<file path="src/pwt_pkg.sv">
// Constants, field layout and carrier types of the eight channel pulse width timer.
// Assumes a 32-bit classic Wishbone register bus with byte addresses.
// Contract
// RULE1 - Eight pulse outputs share one time base and use pulse division.
// RULE2 - With undivided clock the carrier is the system clock over sixteen.
// RULE3 - Duty from 0 to 255/256 in 1/256 steps; full level is port output.
// RULE4 - Each output has its own polarity and its own timer enable.
// RULE5 - Clock select register is reachable only while the flash space bit is 0.
// RULE6 - Enable, divided select and three prescaler bits pick the counter clock.
// RULE7 - Clock enable 0, the reset value, stops the counter clock entirely.
// RULE8 - Enable 1, divided select 0: undivided clock, prescaler bits ignored.
// RULE9 - Divided select 1 with codes 000, 001, 010 divides by 2, 4, 8.
// RULE10 - Codes 011 to 111 divide by 16, 256, 512, 1024 and 4096.
// RULE11 - Resolution is one period of the selected counter clock.
// RULE12 - Conversion period is 256 counter clocks on an 8-bit wrapping counter.
// RULE13 - Each conversion period holds 16 basic pulses.
// RULE14 - Bit 5 of the select register reads 1 and ignores writes.
// RULE15 - Bit 4 of the select register reads 0 and ignores writes.
// RULE16 - Index codes 0000 to 0111 select channel duty registers 0 to 7.
// RULE17 - Index codes 1xxx select nothing and leave the timer untouched.
// RULE18 - Shared duty address reaches the duty register the index selects.
// RULE19 - Upper four duty bits set basic pulse high time in sixteenths.
// RULE20 - Lower four duty bits set how many basic pulses get one extra step.
// RULE21 - Polarity 0 sets high width, polarity 1 sets low width.
// RULE22 - Timer drives a pin only when its enable and direction bits are 1.
package pwt_pkg;
  localparam int CLK_HZ = 40000000;
  localparam int NUM_CH = 8;
  localparam int CNT_W = 8;
  localparam int PRE_W = 12;
  localparam int ADDR_W = 8;
  localparam int IDX_W = 4;
  localparam int PSEL_W = 3;
  // Register byte offsets
  localparam logic [7:0] OFF_SELECT = 8'h00;
  localparam logic [7:0] OFF_DUTY = 8'h04;
  localparam logic [7:0] OFF_POLARITY = 8'h08;
  localparam logic [7:0] OFF_OUT_EN = 8'h0c;
  localparam logic [7:0] OFF_PCLK = 8'h10;
  localparam logic [7:0] OFF_STC = 8'h14;
  localparam logic [7:0] OFF_COUNT = 8'h18;
  // Field positions
  localparam int SEL_EN_BIT = 7;
  localparam int SEL_DIV_BIT = 6;
  localparam int SEL_ONE_BIT = 5;
  localparam int SEL_ZERO_BIT = 4;
  localparam int SEL_IDX_LSB = 0;
  localparam int PCLK_SEL_LSB = 1;
  localparam int STC_FLASH_BIT = 3;
  // Reset values
  localparam logic [7:0] RST_BYTE = 8'h00;
  localparam logic [PSEL_W-1:0] RST_PSEL = 3'h0;
  localparam logic [IDX_W-1:0] RST_IDX = 4'h0;

  typedef struct packed {
    logic enable;
    logic divided;
    logic [PSEL_W-1:0] psel;
  } pwt_clk_cfg_s;

  // Log2 of the divider for each prescaler code
  function automatic logic [3:0] pwt_div_log2(input logic [PSEL_W-1:0] code);
    case (code)
      3'h0: pwt_div_log2 = 4'h1;
      3'h1: pwt_div_log2 = 4'h2;
      3'h2: pwt_div_log2 = 4'h3;
      3'h3: pwt_div_log2 = 4'h4;
      3'h4: pwt_div_log2 = 4'h8;
      3'h5: pwt_div_log2 = 4'h9;
      3'h6: pwt_div_log2 = 4'ha;
      default: pwt_div_log2 = 4'hc;
    endcase
  endfunction : pwt_div_log2
endpackage : pwt_pkg

</file>
<file path="src/pwt_top.sv">
// Eight channel pulse width timer with its Wishbone register slave.
// Assumes a classic Wishbone master on clk and pin direction bits
// supplied by the port block that owns the pins.
`timescale 1ns/1ps
`default_nettype none
module pwt_top #(
  parameter int NUM_CH = pwt_pkg::NUM_CH,
  parameter int ADDR_W = pwt_pkg::ADDR_W
) (
  // Clock and reset
  input wire logic clk,
  input wire logic reset,
  // Wishbone slave
  input wire logic wb_cyc_i,
  input wire logic wb_stb_i,
  input wire logic wb_we_i,
  input wire logic [ADDR_W-1:0] wb_adr_i,
  input wire logic [3:0] wb_sel_i,
  input wire logic [31:0] wb_dat_i,
  output logic [31:0] wb_dat_o,
  output logic wb_ack_o,
  // Pin direction from the port block
  input wire logic [NUM_CH-1:0] pin_direction_bits,
  // Pulse outputs
  output logic [NUM_CH-1:0] pulse_outputs,
  output logic [NUM_CH-1:0] pulse_out_en
);

  // Bus request decode
  logic ack_q;
  logic ack_d;
  logic [31:0] dat_q;
  logic [31:0] dat_d;

  wire logic req = wb_cyc_i & wb_stb_i & ~ack_q;
  // Only lane 0 carries register data; a write without it stores nothing
  wire logic wr = req & wb_we_i & wb_sel_i[0];
  wire logic [7:0] wbyte = wb_dat_i[7:0];

  wire logic hit_select = wb_adr_i == ADDR_W'(pwt_pkg::OFF_SELECT);
  wire logic hit_duty = wb_adr_i == ADDR_W'(pwt_pkg::OFF_DUTY);
  wire logic hit_pol = wb_adr_i == ADDR_W'(pwt_pkg::OFF_POLARITY);
  wire logic hit_oe = wb_adr_i == ADDR_W'(pwt_pkg::OFF_OUT_EN);
  wire logic hit_pclk_raw = wb_adr_i == ADDR_W'(pwt_pkg::OFF_PCLK);
  wire logic hit_stc = wb_adr_i == ADDR_W'(pwt_pkg::OFF_STC);
  wire logic hit_count = wb_adr_i == ADDR_W'(pwt_pkg::OFF_COUNT);

  // Control registers
  logic clk_en_q;
  logic clk_en_d;
  logic clk_div_q;
  logic clk_div_d;
  logic [pwt_pkg::IDX_W-1:0] index_q;
  logic [pwt_pkg::IDX_W-1:0] index_d;
  logic [pwt_pkg::PSEL_W-1:0] psel_q;
  logic [pwt_pkg::PSEL_W-1:0] psel_d;
  logic flash_q;
  logic flash_d;
  logic [NUM_CH-1:0] pol_q;
  logic [NUM_CH-1:0] pol_d;
  logic [NUM_CH-1:0] oe_q;
  logic [NUM_CH-1:0] oe_d;
  logic [NUM_CH-1:0] drive_q;
  logic [NUM_CH-1:0] drive_d;
  logic [pwt_pkg::CNT_W-1:0] cnt_q;
  logic [pwt_pkg::CNT_W-1:0] cnt_d;
  logic [7:0] duty_q [NUM_CH];

  // Clock select register vanishes from the map while the flash bit is set
  wire logic hit_pclk = hit_pclk_raw & ~flash_q; // RULE5

  // Index with its top bit set points at no duty register
  wire logic idx_valid = ~index_q[pwt_pkg::IDX_W-1]; // RULE17
  wire logic [2:0] idx_ch = index_q[2:0]; // RULE16

  wire logic wr_select = wr & hit_select;
  wire logic wr_duty = wr & hit_duty & idx_valid; // RULE18
  wire logic wr_pol = wr & hit_pol;
  wire logic wr_oe = wr & hit_oe;
  wire logic wr_pclk = wr & hit_pclk;
  wire logic wr_stc = wr & hit_stc;

  // Select register: enable, divided select and index; bits 5 and 4 are fixed
  assign clk_en_d = wr_select ? wbyte[pwt_pkg::SEL_EN_BIT] : clk_en_q;
  assign clk_div_d = wr_select ? wbyte[pwt_pkg::SEL_DIV_BIT] : clk_div_q;
  assign index_d = wr_select
    ? wbyte[pwt_pkg::SEL_IDX_LSB +: pwt_pkg::IDX_W]
    : index_q;

  // Clock select register keeps only its three prescaler bits
  assign psel_d = wr_pclk
    ? wbyte[pwt_pkg::PCLK_SEL_LSB +: pwt_pkg::PSEL_W]
    : psel_q;

  assign flash_d = wr_stc ? wbyte[pwt_pkg::STC_FLASH_BIT] : flash_q;
  assign pol_d = wr_pol ? wbyte[NUM_CH-1:0] : pol_q;
  assign oe_d = wr_oe ? wbyte[NUM_CH-1:0] : oe_q;

  // Timer owns a pin only with both its enable and the direction bit set
  assign drive_d = oe_q & pin_direction_bits; // RULE22 RULE4

  always_ff @(posedge clk or posedge reset) begin
    if (reset) begin
      clk_en_q <= 1'b0; // RULE7
      clk_div_q <= 1'b0;
      index_q <= pwt_pkg::RST_IDX;
      psel_q <= pwt_pkg::RST_PSEL;
      flash_q <= 1'b0;
    end else begin
      clk_en_q <= clk_en_d;
      clk_div_q <= clk_div_d;
      index_q <= index_d;
      psel_q <= psel_d;
      flash_q <= flash_d;
    end
  end

  always_ff @(posedge clk or posedge reset) begin
    if (reset) begin
      pol_q <= '0;
      oe_q <= '0;
      drive_q <= '0;
    end else begin
      pol_q <= pol_d;
      oe_q <= oe_d;
      drive_q <= drive_d;
    end
  end

  // Clock selection
  pwt_pkg::pwt_clk_cfg_s clk_cfg;
  logic tick;

  assign clk_cfg.enable = clk_en_q; // RULE6
  assign clk_cfg.divided = clk_div_q;
  assign clk_cfg.psel = psel_q;

  pwt_prescaler u_prescaler (
    .clk(clk),
    .reset(reset),
    .cfg(clk_cfg),
    .tick(tick)
  );

  // Shared time base: one step per selected clock period, wrapping at 256
  // RULE1 RULE11 RULE12 RULE2
  assign cnt_d = tick ? cnt_q + 1'b1 : cnt_q;

  always_ff @(posedge clk or posedge reset) begin
    if (reset) begin
      cnt_q <= '0;
    end else begin
      cnt_q <= cnt_d;
    end
  end

  // Per channel duty registers and pulse generators
  logic [NUM_CH-1:0] pulse;
  logic [7:0] duty_rd [NUM_CH];

  genvar g;
  generate
    for (g = 0; g < NUM_CH; g++) begin : g_ch
      wire logic sel_me = wr_duty & (idx_ch == 3'(g)); // RULE16
      wire logic [7:0] duty_next = sel_me ? wbyte : duty_q[g];

      always_ff @(posedge clk or posedge reset) begin
        if (reset) begin
          duty_q[g] <= pwt_pkg::RST_BYTE;
        end else begin
          duty_q[g] <= duty_next;
        end
      end

      pwt_channel u_channel (
        .clk(clk),
        .reset(reset),
        .count(cnt_q),
        .duty(duty_q[g]),
        .invert(pol_q[g]),
        .pulse(pulse[g])
      );

      assign duty_rd[g] = duty_q[g];
    end
  endgenerate

  // A disabled pin still shows the pulse level so the switch over is clean
  assign pulse_outputs = pulse;
  assign pulse_out_en = drive_q;

  // Read data
  wire logic [7:0] rd_select = {
    clk_en_q,
    clk_div_q,
    1'b1, // RULE14
    1'b0, // RULE15
    index_q
  };
  wire logic [7:0] rd_duty = idx_valid ? duty_rd[idx_ch] : 8'h00; // RULE18
  wire logic [7:0] rd_pclk = {4'h0, psel_q, 1'b0};
  wire logic [7:0] rd_stc = 8'(flash_q) << pwt_pkg::STC_FLASH_BIT;
  wire logic [7:0] rd_pol = 8'(pol_q);
  wire logic [7:0] rd_oe = 8'(oe_q);
  wire logic [7:0] rd_count = 8'(cnt_q);

  // Unmapped addresses and the hidden clock select register read zero
  wire logic [7:0] rd_byte =
    hit_select ? rd_select :
    hit_duty ? rd_duty :
    hit_pol ? rd_pol :
    hit_oe ? rd_oe :
    hit_pclk ? rd_pclk :
    hit_stc ? rd_stc :
    hit_count ? rd_count :
    8'h00;

  assign dat_d = req ? {24'h000000, rd_byte} : dat_q;
  // Ack one cycle after the strobe, dropped the cycle after
  assign ack_d = req;

  always_ff @(posedge clk or posedge reset) begin
    if (reset) begin
      ack_q <= 1'b0;
      dat_q <= 32'h00000000;
    end else begin
      ack_q <= ack_d;
      dat_q <= dat_d;
    end
  end

  assign wb_ack_o = ack_q;
  assign wb_dat_o = dat_q;

endmodule : pwt_top
`default_nettype wire

</file>
<file path="src/pwt_prescaler.sv">
// Prescaler: turns the clock configuration into a one-cycle counter tick.
// Assumes the configuration is stable register state from the bus block.
`timescale 1ns/1ps
`default_nettype none
module pwt_prescaler (
  // Clock and reset
  input wire logic clk,
  input wire logic reset,
  // Configuration
  input wire pwt_pkg::pwt_clk_cfg_s cfg,
  // Tick to the time base
  output logic tick
);
  logic [pwt_pkg::PRE_W-1:0] pre_q;
  logic [pwt_pkg::PRE_W-1:0] pre_d;
  wire logic [3:0] lg = pwt_pkg::pwt_div_log2(cfg.psel);
  wire logic [pwt_pkg::PRE_W:0] full = {{pwt_pkg::PRE_W{1'b0}}, 1'b1} << lg;
  wire logic [pwt_pkg::PRE_W:0] mask_wide = full - {{pwt_pkg::PRE_W{1'b0}}, 1'b1};
  wire logic [pwt_pkg::PRE_W-1:0] mask = mask_wide[pwt_pkg::PRE_W-1:0];
  wire logic div_hit = (pre_q & mask) == mask; // RULE9 RULE10

  // Held at zero while stopped so the first divided tick comes a full period late
  assign pre_d = cfg.enable ? pre_q + 1'b1 : '0;

  // RULE6 RULE7 RULE8
  assign tick = cfg.enable & (~cfg.divided | div_hit);

  always_ff @(posedge clk or posedge reset) begin
    if (reset) begin
      pre_q <= '0;
    end else begin
      pre_q <= pre_d;
    end
  end
endmodule : pwt_prescaler
`default_nettype wire

</file>
<file path="src/pwt_channel.sv">
// One pulse output: compares the shared count with its duty value.
// Assumes an 8-bit count stepped by the shared time base.
`timescale 1ns/1ps
`default_nettype none
module pwt_channel (
  // Clock and reset
  input wire logic clk,
  input wire logic reset,
  // Shared time base and channel settings
  input wire logic [7:0] count,
  input wire logic [7:0] duty,
  input wire logic invert,
  // Pulse
  output logic pulse
);
  logic pulse_q;
  wire logic [3:0] slot = count[7:4]; // RULE13
  wire logic [3:0] pos = count[3:0];
  // Bit reversal spreads the extra steps evenly over the period
  wire logic [3:0] rev = {slot[0], slot[1], slot[2], slot[3]};
  wire logic extra = rev < duty[3:0]; // RULE20
  wire logic [4:0] limit = {1'b0, duty[7:4]} + {4'h0, extra}; // RULE19
  wire logic high = {1'b0, pos} < limit; // RULE3

  always_ff @(posedge clk or posedge reset) begin
    if (reset) begin
      pulse_q <= 1'b0;
    end else begin
      pulse_q <= high ^ invert; // RULE21
    end
  end

  assign pulse = pulse_q;
endmodule : pwt_channel
`default_nettype wire

</file>
<file path="config.mk">
export PLATFORM = sky130hd
export DESIGN_NAME = pwt_top
export DESIGN_NICKNAME = d
export VERILOG_FILES = /design/src/pwt_pkg.sv /design/src/pwt_top.sv /design/src/pwt_prescaler.sv /design/src/pwt_channel.sv
export SDC_FILE = /design/constraint.sdc
export NUM_CORES = 1
export LEC_CHECK = 0
export ABC_AREA = 1
export BUFFER_PORTS_ARGS = -buffer_cell sky130_fd_sc_hd__clkbuf_2
export CORE_MARGIN = 2
export CORE_UTILIZATION = 60
export CTS_CLUSTER_SIZE = 40
export DETAILED_ROUTE_END_ITERATION = 10
export GPL_ROUTABILITY_DRIVEN = 0
export HOLD_SLACK_MARGIN = 0.12
export PLACE_DENSITY = 0.91
export SLEW_MARGIN = 15
export SYNTH_ARGS = -nofsm -noshare
export SYNTH_HDL_FRONTEND = slang
export SYNTH_HIERARCHICAL = 1
export SYNTH_SLANG_ARGS = --single-unit
</file>
<file path="constraint.sdc">
create_clock -name clk -period 9.2 [get_ports clk]
set_input_delay 1.38 -clock clk [delete_from_list [all_inputs] [get_ports clk]]
set_output_delay 1.38 -clock clk [all_outputs]
set_load 0.01 [all_outputs]
</file>
[Word-level counts from Yosys, hierarchy flattened]
Cells that the tools add are included.
Widths: inputs -> output; s select.
Storage, ports and cells
  flip-flop bits (word level): 135
  input port bits: 57
  output and inout bits: 49
  word-level logic and storage cells: 130
Operators by class
  add/subtract/negate cells: 11
  $lt $le $gt $ge: 17
  equal/unequal tests: 20
  shift operators: 1
  mux-type cells: 13
  bitwise operators: 37
  reduce and logical (&&, ||, !) cells: 3
Operators with widths (number)
  $mux 8: 10
  $add 4x1->5: 8
  $lt 4x5->1: 8
  $lt 4x4->1: 8
  $pmux 4 s7: 1
  $bmux 8 s3: 1
  $eq 8x5->1 const B: 3
  $and 1x1->1: 21
  $eq 3x3->1 const B: 7
  $eq 8x4->1 const B: 2
  $add 12x1->12 const B: 1
  $and 12x12->12: 1
  $eq 12x12->1: 1
  $eq 3x2->1 const B: 4
  $mux 12: 1
  $shl 1x4->12 const A: 1
  $sub 12x1->12 const B: 1
  $add 8x1->8 const B: 1
  $and 8x8->8: 1
  $eq 8x3->1 const B: 1
  $logic_not 8->1: 1
  $xor 1x1->1: 8
  $eq 3x1->1 const B: 2
  $logic_not 3->1: 2
  4 further kinds: 7

[Depth between registers and ports, before layout]
Gate-level depths: netlist (run 1).
  depth in word-level cells: 8
  depth in mapped cells: 15
  mapped depth without buffers: 15

[Cells and area by module]
The synthesis (run 1) kept the hierarchy.
By module, submodules not included
  pwt_top: times used 1, cells each 646, area an instance 5446.5 um2, seq. area each 2877.8 um2
  pwt_channel: times used 8, cells each 42, area an instance 289.0 um2, seq. area each 25.0 um2
  pwt_prescaler: times used 1, cells each 98, area an instance 747.0 um2, seq. area each 300.3 um2

[Worst setup path before layout (run 1)]
No wires, ideal clock.
  kind: input port to flip-flop
  start point: input wb_cyc_i
  end point: register duty_q[1] (netlist bit)
  setup time: 0.131 ns
  arrival: 2.598 ns
  required time: 9.069 ns
  setup slack: 6.471 ns
  cell stages on the path: 8
  path buffers: 1
  path through: nand2_1 nor2_4 nand3_4 nor4_4 nand2_4 buf_6 nand2_1 o21ai_2
Between the ends
  cells in the longest elaborated chain, start to end: 7
RTL lines
  from (decl): line pwt_top.sv:14  | input wire logic wb_cyc_i,
  $and 1x1->1 (2 in series): line pwt_top.sv:35  | wire logic req = wb_cyc_i & wb_stb_i & ~ack_q;
  via ack_d: line pwt_top.sv:31  | logic ack_d;
  $and 1x1->1 (2 in series): line pwt_top.sv:37  | wire logic wr = req & wb_we_i & wb_sel_i[0];
  $and 1x1->1 (2 in series): line pwt_top.sv:77  | wire logic wr_duty = wr & hit_duty & idx_valid;
  $and 1x1->1: line pwt_top.sv:164  | wire logic sel_me = wr_duty & (idx_ch == 3'(g));
  to (signal, indexed assignment): line pwt_top.sv:169  | duty_q[g] <= pwt_pkg::RST_BYTE;
  to (signal, indexed assignment): line pwt_top.sv:171  | duty_q[g] <= duty_next;
  to (decl): line pwt_top.sv:67  | logic [7:0] duty_q [NUM_CH];
The timed path passes the listed nets, and every way through them passes these cells.
A chain may end at the register's enable or synchronous reset.

[Final worst setup path (run 1)]
  start point: input wb_adr_i[6]
  end point: register duty_q[63] (netlist bit)
Between the ends
  cells in the longest elaborated chain, start to end: 4
RTL lines
  from (decl): line pwt_top.sv:17  | input wire logic [ADDR_W-1:0] wb_adr_i,
  $eq 8x3->1: line pwt_top.sv:41  | wire logic hit_duty = wb_adr_i == ADDR_W'(pwt_pkg::OFF_DUTY);
  $and 1x1->1 (2 in series): line pwt_top.sv:77
  $and 1x1->1: line pwt_top.sv:164
No other way between the ends.

==> results.json, run 1 <==
{
  "io_pins": 106,
  "antenna_left": 0,
  "core_area_mm2": 0.0139,
  "wirelength_um": 22400,
  "dp_hpwl_um": 14900,
  "synth_common_cells": "nand2_1 (290), inv_1 (149), dfrtp_1 (135)",
  "synthCells": 1080,
  "drcViolationCount": 0,
  "path_class": "primary input to flip-flop",
  "initial_core_util": 0.613,
  "synthToLayoutAreaGrowth_pct": 10.9,
  "hold_end": "wb_dat_o[1]$_DFFE_PP0N_",
  "skew_ps": 7.80,
  "tns_ps": 0,
  "hp-start": "wb_dat_o[1]$_DFFE_PP0N_",
  "grt_antenna_before_repair": 0,
  "grt_use_met1": 0.384,
  "vias": 7787,
  "min_period_ps": 3350,
  "fin_crit_sh": 0.365,
  "layout-drive-gt1-share": 0.138,
  "cp.arrival_ps": 3640,
  "hold-path-cell-count": 2,
  "cts_resized": 0,
  "grt.overflow.total": 0,
  "max_clock_freq_mhz": 298,
  "maxCapViolations": 0,
  "synthesis.area_mm2": 0.00851,
  "synth_top_cell_area_share": 0.397,
  "synth.avg_cell_area_um2": 7.88,
  "maxSlewViolCount": 0,
  "antennaDiodeCount": 0,
  "firstDrtPassIters": 7,
  "clk-insertion-delay-late_ps": 440,
  "rsz0062_at_grt": "false",
  "drt_iter0_markers": 971,
  "synth.area.top_cells": "dfrtp_1 (40%), nand2_1 (13%), ha_1 (9.9%), inv_1 (6.6%), o21ai_1 (4.6%)",
  "r2r_slack_ps": 6030,
  "cts.htree.levels": 4,
  "start_kind": "primary input",
  "synth_largest_area_cell": "dfrtp_1",
  "ir_worst_vdd_mv": 0.144,
  "synth_edf_count": 0,
  "busiest_layer": "met2",
  "routed_via_density": 5.90,
  "holdCritPathClass": "flip-flop to flip-flop",
  "avgRoutedWirePerCell_um": 17.0,
  "yosysMostFrequentCell": "nand2_1",
  "ys_ff_latch": 135,
  "die_y_um": 123,
  "r2r_start": "psel_q[2]$_DFFE_PP0P_",
  "use_met2": 0.483,
  "numCtsBuffers": 17,
  "die_area_mm2": 0.0151,
  "ys_warn_count": 6,
  "track_usage": 0.305,
  "synth-seq-area-share": 0.397,
  "reg2reg_depth": 13,
  "clock_path_buffers": 2,
  "tightest_slew_ps": 951,
  "grtUsageMet3": 0.0798,
  "setup_viol": 0,
  "fillerInstances": 1036,
  "num_rows": 43,
  "worstReg2RegEnd": "cnt_q[7]$_DFFE_PP0P_",
  "cp.required_ps": 9490,
  "synth_cell_types": 40,
  "cp-end-kind": "flip-flop",
  "clk_pin_slew_ps": 60,
  "final_util": 0.679,
  "grt_max_degree": 74,
  "root_buffer": "clkbuf_16",
  "cts_tree": "yes",
  "cts_hold_buf": 0,
  "cts_setup_buffers": 0,
  "hold_violations": 0,
  "grt_pass1_wl_um": 35200,
  "ys.flop_type": "dfrtp_1",
  "outcome": "completed",
  "port_buffers": 54,
  "die_w_um": 123,
  "power.leakage_nw": 4.80,
  "cts_sinks": 135,
  "grt_pass1_vias": 7211,
  "cp_max_fo": 16,
  "nNetsFinal": 1251,
  "slew_headroom": 0.366,
  "power.density_mw_per_mm2": 157,
  "synth_async_sr_flop_share": 1.00
}
## per-stage QoR
step	total power [mW]	worst slack [ps]	cells	hold slack [ps]	cell area [µm²]
after floorplan	0.703	4780	1103	452	8590
after global placement	0.727	5710	1288	466	8780
after detailed placement	0.732	5500	1288	469	8780
after CTS	1.48	5900	1320	485	9430
after global routing	1.52	5680	1320	503	9430
final	1.48	5850	1320	486	9430
## cells by family after synthesis
logic type                 after synthesis  share of synthesized area
xor gates and xnor gates                25                     0.0257
DFF                                    135                      0.397
AOI/OAI and AO/OA                      158                      0.104
other                                    2                   0.000883
adders and majority gates               67                     0.0986
buffers and inverters                  214                      0.110
and+or+nand+nor                        479                      0.263
## cells in the final DEF, fill, tap and decap left out, types with 2 or more instances in the layout
cell type	n
a21o_1	8
a21oi_1	26
a22oi_1	2
a31oi_1	8
bufinv_16	4
clkbuf_16	17
clkbuf_2	54
clkinv_4	2
conb_1	25
dfrtp_1	135
ha_1	67
inv_1	148
inv_2	13
inv_4	2
inv_6	6
nand2_1	290
nand2_2	4
nand2_4	4
nand3_1	76
nand3_2	18
nand3b_1	3
nand4_1	31
nor2_1	35
nor2_2	7
nor2_4	4
nor3_1	2
o211ai_1	2
o21ai_0	18
o21ai_1	78
o21ai_2	13
xnor2_1	9
xor2_1	16
## worst max path at each step
stage                      from                endpoint  slack (ps)  cells past startpoint
finish              wb_adr_i[6]  duty_q[63]$_DFFE_PP0P_        5850                      9
CTS                 wb_adr_i[6]  duty_q[63]$_DFFE_PP0P_        5900                      9
global route        wb_adr_i[4]  duty_q[63]$_DFFE_PP0P_        5680                      9
detailed placement  wb_adr_i[6]  duty_q[63]$_DFFE_PP0P_        5500                      9
global placement    wb_adr_i[6]  duty_q[56]$_DFFE_PP0P_        5710                      9
floorplan                 reset   clk_div_q$_DFFE_PP0P_        4780                      1
## state kept, by name (all words and copies together), names as in the netlist, 3 cells and up
name,count
g_ch.u_channel/pulse,8
wb_dat_o,8
pulse_out_en,8
index_q,4
pol_q,8
duty_q,64
cnt_q,8
u_prescaler/pre_q,12
oe_q,8
psel_q,3
## power breakdown
group          total (mW)  switching [mW]  internal, mW
combinational       0.110          0.0752        0.0351
clock               0.755           0.287         0.468
sequential          0.615          0.0118         0.603
## critical path: stages
cell	delay [ps]
clkbuf_2	90
inv_2	40
nand2_1	50
nor2_1	630
nand2_2	240
nor3_2	310
nand3_1	540
nand2_1	240
o21ai_1	100
## per-layer routing
metal | part of all wire | wire length [µm] | vias to the layer above
met5 | 0 | 0 | -
li1 | - | - | 3555
met3 | 0.10 | 2320 | 135
met1 | 0.38 | 8630 | 3615
met2 | 0.46 | 10400 | 482
met4 | 0.049 | 1110 | 0
## cell type report
cell class	instances	area (µm²)	area share
timing repair buffer	55	278	0.0295
sequential	135	3380	0.358
clock buffer	18	439	0.0466
tap	180	225	0.0239
clock inverter	14	209	0.0222
multi-input combinational	754	4280	0.454
inverter	164	621	0.0658
No activity file was read; power rests on OpenSTA's default activity.
==> run 2: changes to the inputs <==
--- a/config.mk
+++ b/config.mk
@@ -5,15 +5,15 @@
 export SDC_FILE = /design/constraint.sdc
 export NUM_CORES = 1
 export LEC_CHECK = 0
-export ABC_AREA = 1
+export ABC_AREA = 0
 export BUFFER_PORTS_ARGS = -buffer_cell sky130_fd_sc_hd__clkbuf_2
 export CORE_MARGIN = 2
-export CORE_UTILIZATION = 60
+export CORE_UTILIZATION = 59
 export CTS_CLUSTER_SIZE = 40
 export DETAILED_ROUTE_END_ITERATION = 10
 export GPL_ROUTABILITY_DRIVEN = 0
 export HOLD_SLACK_MARGIN = 0.12
-export PLACE_DENSITY = 0.91
+export PLACE_DENSITY = 0.9
 export SLEW_MARGIN = 15
 export SYNTH_ARGS = -nofsm -noshare
 export SYNTH_HDL_FRONTEND = slang
==> constraint.sdc (replaced) <==
create_clock -name clk -period 3.2 [get_ports clk]
set_input_delay 0.48 -clock clk [delete_from_list [all_inputs] [get_ports clk]]
set_output_delay 0.48 -clock clk [all_outputs]
set_load 0.01 [all_outputs]
==> results.json, run 2 <==
{
  "cp_slowest_stage_delay_ps": 530,
  "power.leakage_nw": 4.45,
  "io_pins": 106,
  "track_usage": 0.303,
  "die_w_um": 123,
  "synth.area.mux_share": 0.170,
  "skew_ps": 11.0,
  "ys_ff_latch": 135,
  "start_kind": "flip-flop",
  "avgRoutedWirePerCell_um": 21.7,
  "synthToLayoutAreaGrowth_pct": 11.9,
  "root_buffer": "clkbuf_16",
  "synth_edf_count": 0,
  "firstDrtPassIters": 6,
  "finalPower_mw": 4.00,
  "grt.overflow.total": 0,
  "cp_common_cell": "or4_1",
  "synth.avg_cell_area_um2": 10.9,
  "synth_cell_types": 60,
  "synth_largest_area_cell": "dfrtp_1",
  "synth_fa_ha_area_frac": 0.101,
  "synth_common_cells": "dfrtp_1 (135), mux2_2 (93), ha_1 (67)",
  "cts.htree.levels": 4,
  "port_buffers": 54,
  "routed_via_density": 6.37,
  "antenna_left": 0,
  "maxSlewViolCount": 0,
  "power.density_mw_per_mm2": 429,
  "die_area_mm2": 0.0151,
  "largest_register_ffs": 64,
  "max_clock_freq_mhz": 325,
  "hold-path-cell-count": 2,
  "tns_ps": 0,
  "holdCritPathClass": "primary input to flip-flop",
  "yosysMostFrequentCell": "dfrtp_1",
  "drcViolationCount": 0,
  "slowest_stage": "or4_1",
  "core_area_mm2": 0.0138,
  "yosys.area_share.simple": 0.133,
  "synth-xor-area-share": 0.0336,
  "vias": 6471,
  "synth_async_sr_flop_share": 1.00,
  "fin_crit_sh": 0.961,
  "cts_setup_buffers": 0,
  "min_period_ps": 3070,
  "synthesis.area_mm2": 0.00833,
  "top_register": "duty_q",
  "synth_top_cell_area_share": 0.405,
  "synthCells": 763,
  "ys_warn_count": 6,
  "layout_commonest_cell": "dfrtp_1",
  "synth_top_family_by_area": "multiplexers",
  "synth-seq-area-share": 0.405,
  "grt_pass1_vias": 6494,
  "r2r_slack_ps": 130,
  "reg2reg_depth": 9,
  "tightest_slew_ps": 853,
  "grt_max_degree": 54,
  "largestRegisters": "duty_q x64, u_prescaler/pre_q x12",
  "ys.flop_type": "dfrtp_1",
  "maxCapViolations": 0,
  "cts_tree": "yes",
  "grt_antenna_before_repair": 0,
  "layout_common_cells": "dfrtp_1 (134), mux2_2 (93), ha_1 (67)",
  "num_rows": 43,
  "initial_core_util": 0.603,
  "slew_headroom": 0.431,
  "dp_hpwl_um": 14500,
  "nNetsFinal": 947,
  "clk-insertion-delay-late_ps": 430,
  "path_cells": "or3_2 > ha_1 > o211ai_1 > or4_1 > o32ai_1 > buf_4 > nand2_1 > or4_1 > xnor2_1",
  "clock_path_buffers": 2,
  "synth.area.top_cells": "dfrtp_1 (41%), mux2_2 (13%), ha_1 (10%), mux4_2 (4.3%), inv_1 (2.8%)",
  "hold_violations": 0,
  "cts_sinks": 135,
  "clk_pin_slew_ps": 60,
  "ir_worst_vdd_mv": 0.451,
  "setup_viol": 0,
  "wirelength_um": 22000,
  "rsz0062_at_grt": "false",
  "antennaDiodeCount": 0,
  "cp_max_fo": 6,
  "layout-drive-gt1-share": 0.282,
  "numCtsBuffers": 17,
  "path_class": "flip-flop to flip-flop",
  "cp.arrival_ps": 3380,
  "synth_compound_area_frac": 0.0944,
  "drt_iter0_markers": 700,
  "die_y_um": 123,
  "cp.required_ps": 3510,
  "cp-end-kind": "flip-flop",
  "grt_pass1_wl_um": 33900,
  "outcome": "completed"
}
[run 2: repair_timing]
item                       in CTS  in global routing
setup endpoints to repair       0                  4
gates resized for setup         0                  1
hold buffers                    1                  0
hold endpoints to repair        8                  0
[run 2: power by group]
part | switching (mW) | leakage, nW | internal, mW
Clock | 0.741 | 0.288 | 1.16
Combinational | 0.194 | 2.31 | 0.114
Sequential | 0.0466 | 1.85 | 1.75
Total | 0.982 | 4.45 | 3.02
[run 2: final timing paths]
path                                                      to                  start
max reg2reg                             cnt_q[6]$_DFFE_PP0P_  psel_q[1]$_DFFE_PP0P_
min reg2reg                        pulse_out_en[3]$_DFF_PP0_    oe_q[3]$_DFFE_PP0P_
max in group asynchronous             duty_q[20]$_DFFE_PP0P_                  reset
min in group asynchronous  g_ch[6].u_channel/pulse$_DFF_PP0_                  reset
max                                     cnt_q[6]$_DFFE_PP0P_  psel_q[1]$_DFFE_PP0P_
min                                pulse_out_en[3]$_DFF_PP0_  pin_direction_bits[3]
[run 2: cell type report]
cell class | count | area [µm²]
multi-input combinational | 539 | 4520
fill | 923 | 4500
sequential | 135 | 3380
clock buffer | 23 | 498
timing repair buffer | 67 | 383
inverter | 63 | 240
tap | 180 | 225
clock inverter | 9 | 72.6
[run 2: metrics by stage]
step | utilization | area (µm²) | hold slack [ps] | instances | worst slack, ps
2_1_floorplan | - | 8420 | 209 | 786 | 92.7
3_3_place_gp | 0.632 | 8740 | 485 | 983 | 254
3_5_place_dp | 0.632 | 8740 | 490 | 983 | 194
4_1_cts | 0.674 | 9320 | 259 | 1016 | 101
5_1_grt | 0.674 | 9320 | 258 | 1016 | 24.2
6_report | 0.674 | 9320 | 264 | 1016 | 125
[run 2: metal layers]
metal | share of wire | up-vias | global-route usage
met3 | 0.096 | 100 | 0.0901
met2 | 0.48 | 374 | 0.478
met4 | 0.052 | 0 | 0.175
met5 | 0 | - | 0
met1 | 0.37 | 3177 | 0.370
li1 | - | 2820 | -
[run 2: kinds of logic after synthesis]
| kind of cell | Yosys count |
|---|---|
| mux | 110 |
| compound gates | 113 |
| other cells | 2 |
| simple gates | 192 |
| buf+inv | 112 |
| flops | 135 |
| fa+ha+maj | 67 |
| xor+xnor | 32 |
[run 2: critical path: cells and delay by family (launching register included)]
family	cells	cell delay, ps
fa+ha+maj	1	290
flops	1	380
buf+inv	1	200
simple gates	4	1580
compound gates	2	340
xor+xnor	1	160
==> run 3: changes to the inputs <==
--- a/config.mk
+++ b/config.mk
@@ -8,12 +8,12 @@
 export ABC_AREA = 0
 export BUFFER_PORTS_ARGS = -buffer_cell sky130_fd_sc_hd__clkbuf_2
 export CORE_MARGIN = 2
-export CORE_UTILIZATION = 59
+export CORE_UTILIZATION = 60
 export CTS_CLUSTER_SIZE = 40
 export DETAILED_ROUTE_END_ITERATION = 10
 export GPL_ROUTABILITY_DRIVEN = 0
 export HOLD_SLACK_MARGIN = 0.12
-export PLACE_DENSITY = 0.9
+export PLACE_DENSITY = 0.91
 export SLEW_MARGIN = 15
 export SYNTH_ARGS = -nofsm -noshare
 export SYNTH_HDL_FRONTEND = slang
==> constraint.sdc (replaced) <==
create_clock -name clk -period 3.97 [get_ports clk]
set_input_delay 0.5955 -clock clk [delete_from_list [all_inputs] [get_ports clk]]
set_output_delay 0.5955 -clock clk [all_outputs]
set_load 0.01 [all_outputs]
==> results.json, run 3 (same netlist as run 2, synthesis figures left out) <==
{
  "outcome": "completed",
  "ir_worst_vdd_mv": 0.315,
  "avgRoutedWirePerCell_um": 22.3,
  "cp_max_fo": 8,
  "layout_commonest_cell": "dfrtp_1",
  "cts_setup_buffers": 0,
  "startpoint": "psel_q[1]$_DFFE_PP0P_",
  "fillerInstances": 916,
  "intPower_mw": 2.79,
  "place_inst": 976,
  "maxSlewViolCount": 0,
  "worst_slack_ps": 770,
  "multiInputGateArea_mm2": 0.00452,
  "p_switching_mw": 0.813,
  "cp.arrival_ps": 3540,
  "firstDrtPassIters": 6,
  "min_period_ps": 3200,
  "cts_sinks": 135,
  "io_pins": 106,
  "worstReg2RegEnd": "cnt_q[7]$_DFFE_PP0P_",
  "grt.overflow.total": 0,
  "maxCapViolations": 0,
  "initial_core_util": 0.607,
  "cts.htree.levels": 4,
  "vias": 6566,
  "nNetsFinal": 939,
  "cp.required_ps": 4310,
  "cts_tree": "yes",
  "rsz0062_at_grt": "false",
  "antennaDiodeCount": 0,
  "cts_resized": 0,
  "largestRegisters": "duty_q x64, u_prescaler/pre_q x12",
  "top_register": "duty_q",
  "fin_crit_sh": 0.806,
  "drcViolationCount": 0,
  "cp-end-kind": "flip-flop",
  "numCtsBuffers": 17,
  "grt_max_degree": 58,
  "dp_hpwl_um": 14400,
  "r2r_slack_ps": 770,
  "design_area_mm2": 0.00938,
  "reg2reg_depth": 9,
  "drt_iter0_markers": 706,
  "p_clk_frac": 0.531,
  "holdCritPathClass": "primary input to async pin",
  "slew_headroom": 0.329,
  "die_y_um": 122,
  "setup_viol": 0,
  "skew_ps": 7.19,
  "root_buffer": "clkbuf_16",
  "seq_area_mm2": 0.00338,
  "clock_path_buffers": 2,
  "cts_hold_buf": 0,
  "swShare": 0.226,
  "preCtsSetupSlack_ps": 852,
  "die_w_um": 122,
  "die_area_mm2": 0.0148,
  "tns_ps": 0,
  "port_buffers": 54,
  "wirelength_um": 22400,
  "placed_cell_area_mm2": 0.00867,
  "r2r_start": "psel_q[1]$_DFFE_PP0P_",
  "routed_via_density": 6.52,
  "num_rows": 43,
  "grt_antenna_before_repair": 0,
  "tightest_slew_ps": 1010,
  "start_kind": "flip-flop",
  "track_usage": 0.316,
  "core_area_mm2": 0.0137,
  "grt_pass1_wl_um": 35200,
  "layout_common_cells": "dfrtp_1 (134), mux2_2 (93), ha_1 (67)",
  "grt_pass1_vias": 6492,
  "power_frac_seq": 0.402,
  "largest_register_ffs": 64,
  "clk-insertion-delay-late_ps": 430,
  "power.leakage_nw": 4.46,
  "max_clock_freq_mhz": 313,
  "synthToLayoutAreaGrowth_pct": 12.6,
  "p_comb_frac": 0.067,
  "path_class": "flip-flop to flip-flop",
  "antenna_left": 0,
  "layout-drive-gt1-share": 0.277,
  "power.density_mw_per_mm2": 384,
  "hold_violations": 0,
  "clk_pin_slew_ps": 60,
  "final_cells": 1007
}
-- run 3: cell count changes in the layout (fill, tap and decap cells not counted) --
cell / change
dlygate4sd3_1: -1
clkbuf_1: -1
buf_12: -1
clkinv_4: +1
clkinv_2: -4
clkbuf_8: -5
inv_4: +1
buf_4: -6
bufinv_16: +7
-- run 3: how the worst max path moves through the flow --
| stage | endpoint | slack, ps |
|---|---|---|
| 2_1_floorplan | clk_div_q$_DFFE_PP0P_ | 330 |
| 3_3_place_gp | cnt_q[6]$_DFFE_PP0P_ | 920 |
| 3_5_place_dp | cnt_q[7]$_DFFE_PP0P_ | 850 |
| 4_1_cts | cnt_q[7]$_DFFE_PP0P_ | 790 |
| 5_1_grt | cnt_q[7]$_DFFE_PP0P_ | 610 |
| 6_report | cnt_q[7]$_DFFE_PP0P_ | 770 |
-- run 3: power groups by stage --
stage	Combinational (mW)	Clock, mW	Sequential (mW)
floorplan	0.154	0	1.47
global placement	0.223	0	1.47
detailed placement	0.231	0	1.47
CTS	0.240	1.91	1.45
global route	0.268	1.99	1.45
finish	0.242	1.92	1.45
-- run 3: worst max-delay path, cell delays in order (launching register included) --
cell and delay, ps:
dfrtp_1 480, or3_2 510, ha_1 290, o211ai_1 80
or4_1 510, o32ai_1 280, buf_4 200, nand4_1 180
nor4_1 410, xnor2_1 180
-- run 3: cell type report --
| cell class | instances | area share |
|---|---|---|
| Timing Repair Buffer | 59 | 0.0328 |
| Sequential cell | 135 | 0.360 |
| Clock buffer | 17 | 0.0454 |
| Clock inverter | 14 | 0.0297 |
| Multi-Input combinational cell | 539 | 0.482 |
| Tap cell | 180 | 0.0240 |
| Inverter | 63 | 0.0255 |
-- run 3: layer usage --
layer | share of wire | vias up | track usage
li1 | - | 2814 | -
met1 | 0.39 | 3227 | 0.402
met2 | 0.48 | 419 | 0.512
met3 | 0.081 | 106 | 0.0702
met4 | 0.052 | 0 | 0.159
met5 | 0 | - | 0
-- run 3: stage by stage --
| stage | total power [mW] | util | hold WS (ps) |
|---|---|---|---|
| after floorplan | 1.62 | - | 324 |
| after global placement | 1.69 | 0.632 | 500 |
| after detailed placement | 1.70 | 0.632 | 499 |
| after CTS | 3.60 | 0.684 | 157 |
| after global routing | 3.70 | 0.684 | 159 |
| final | 3.60 | 0.684 | 170 |
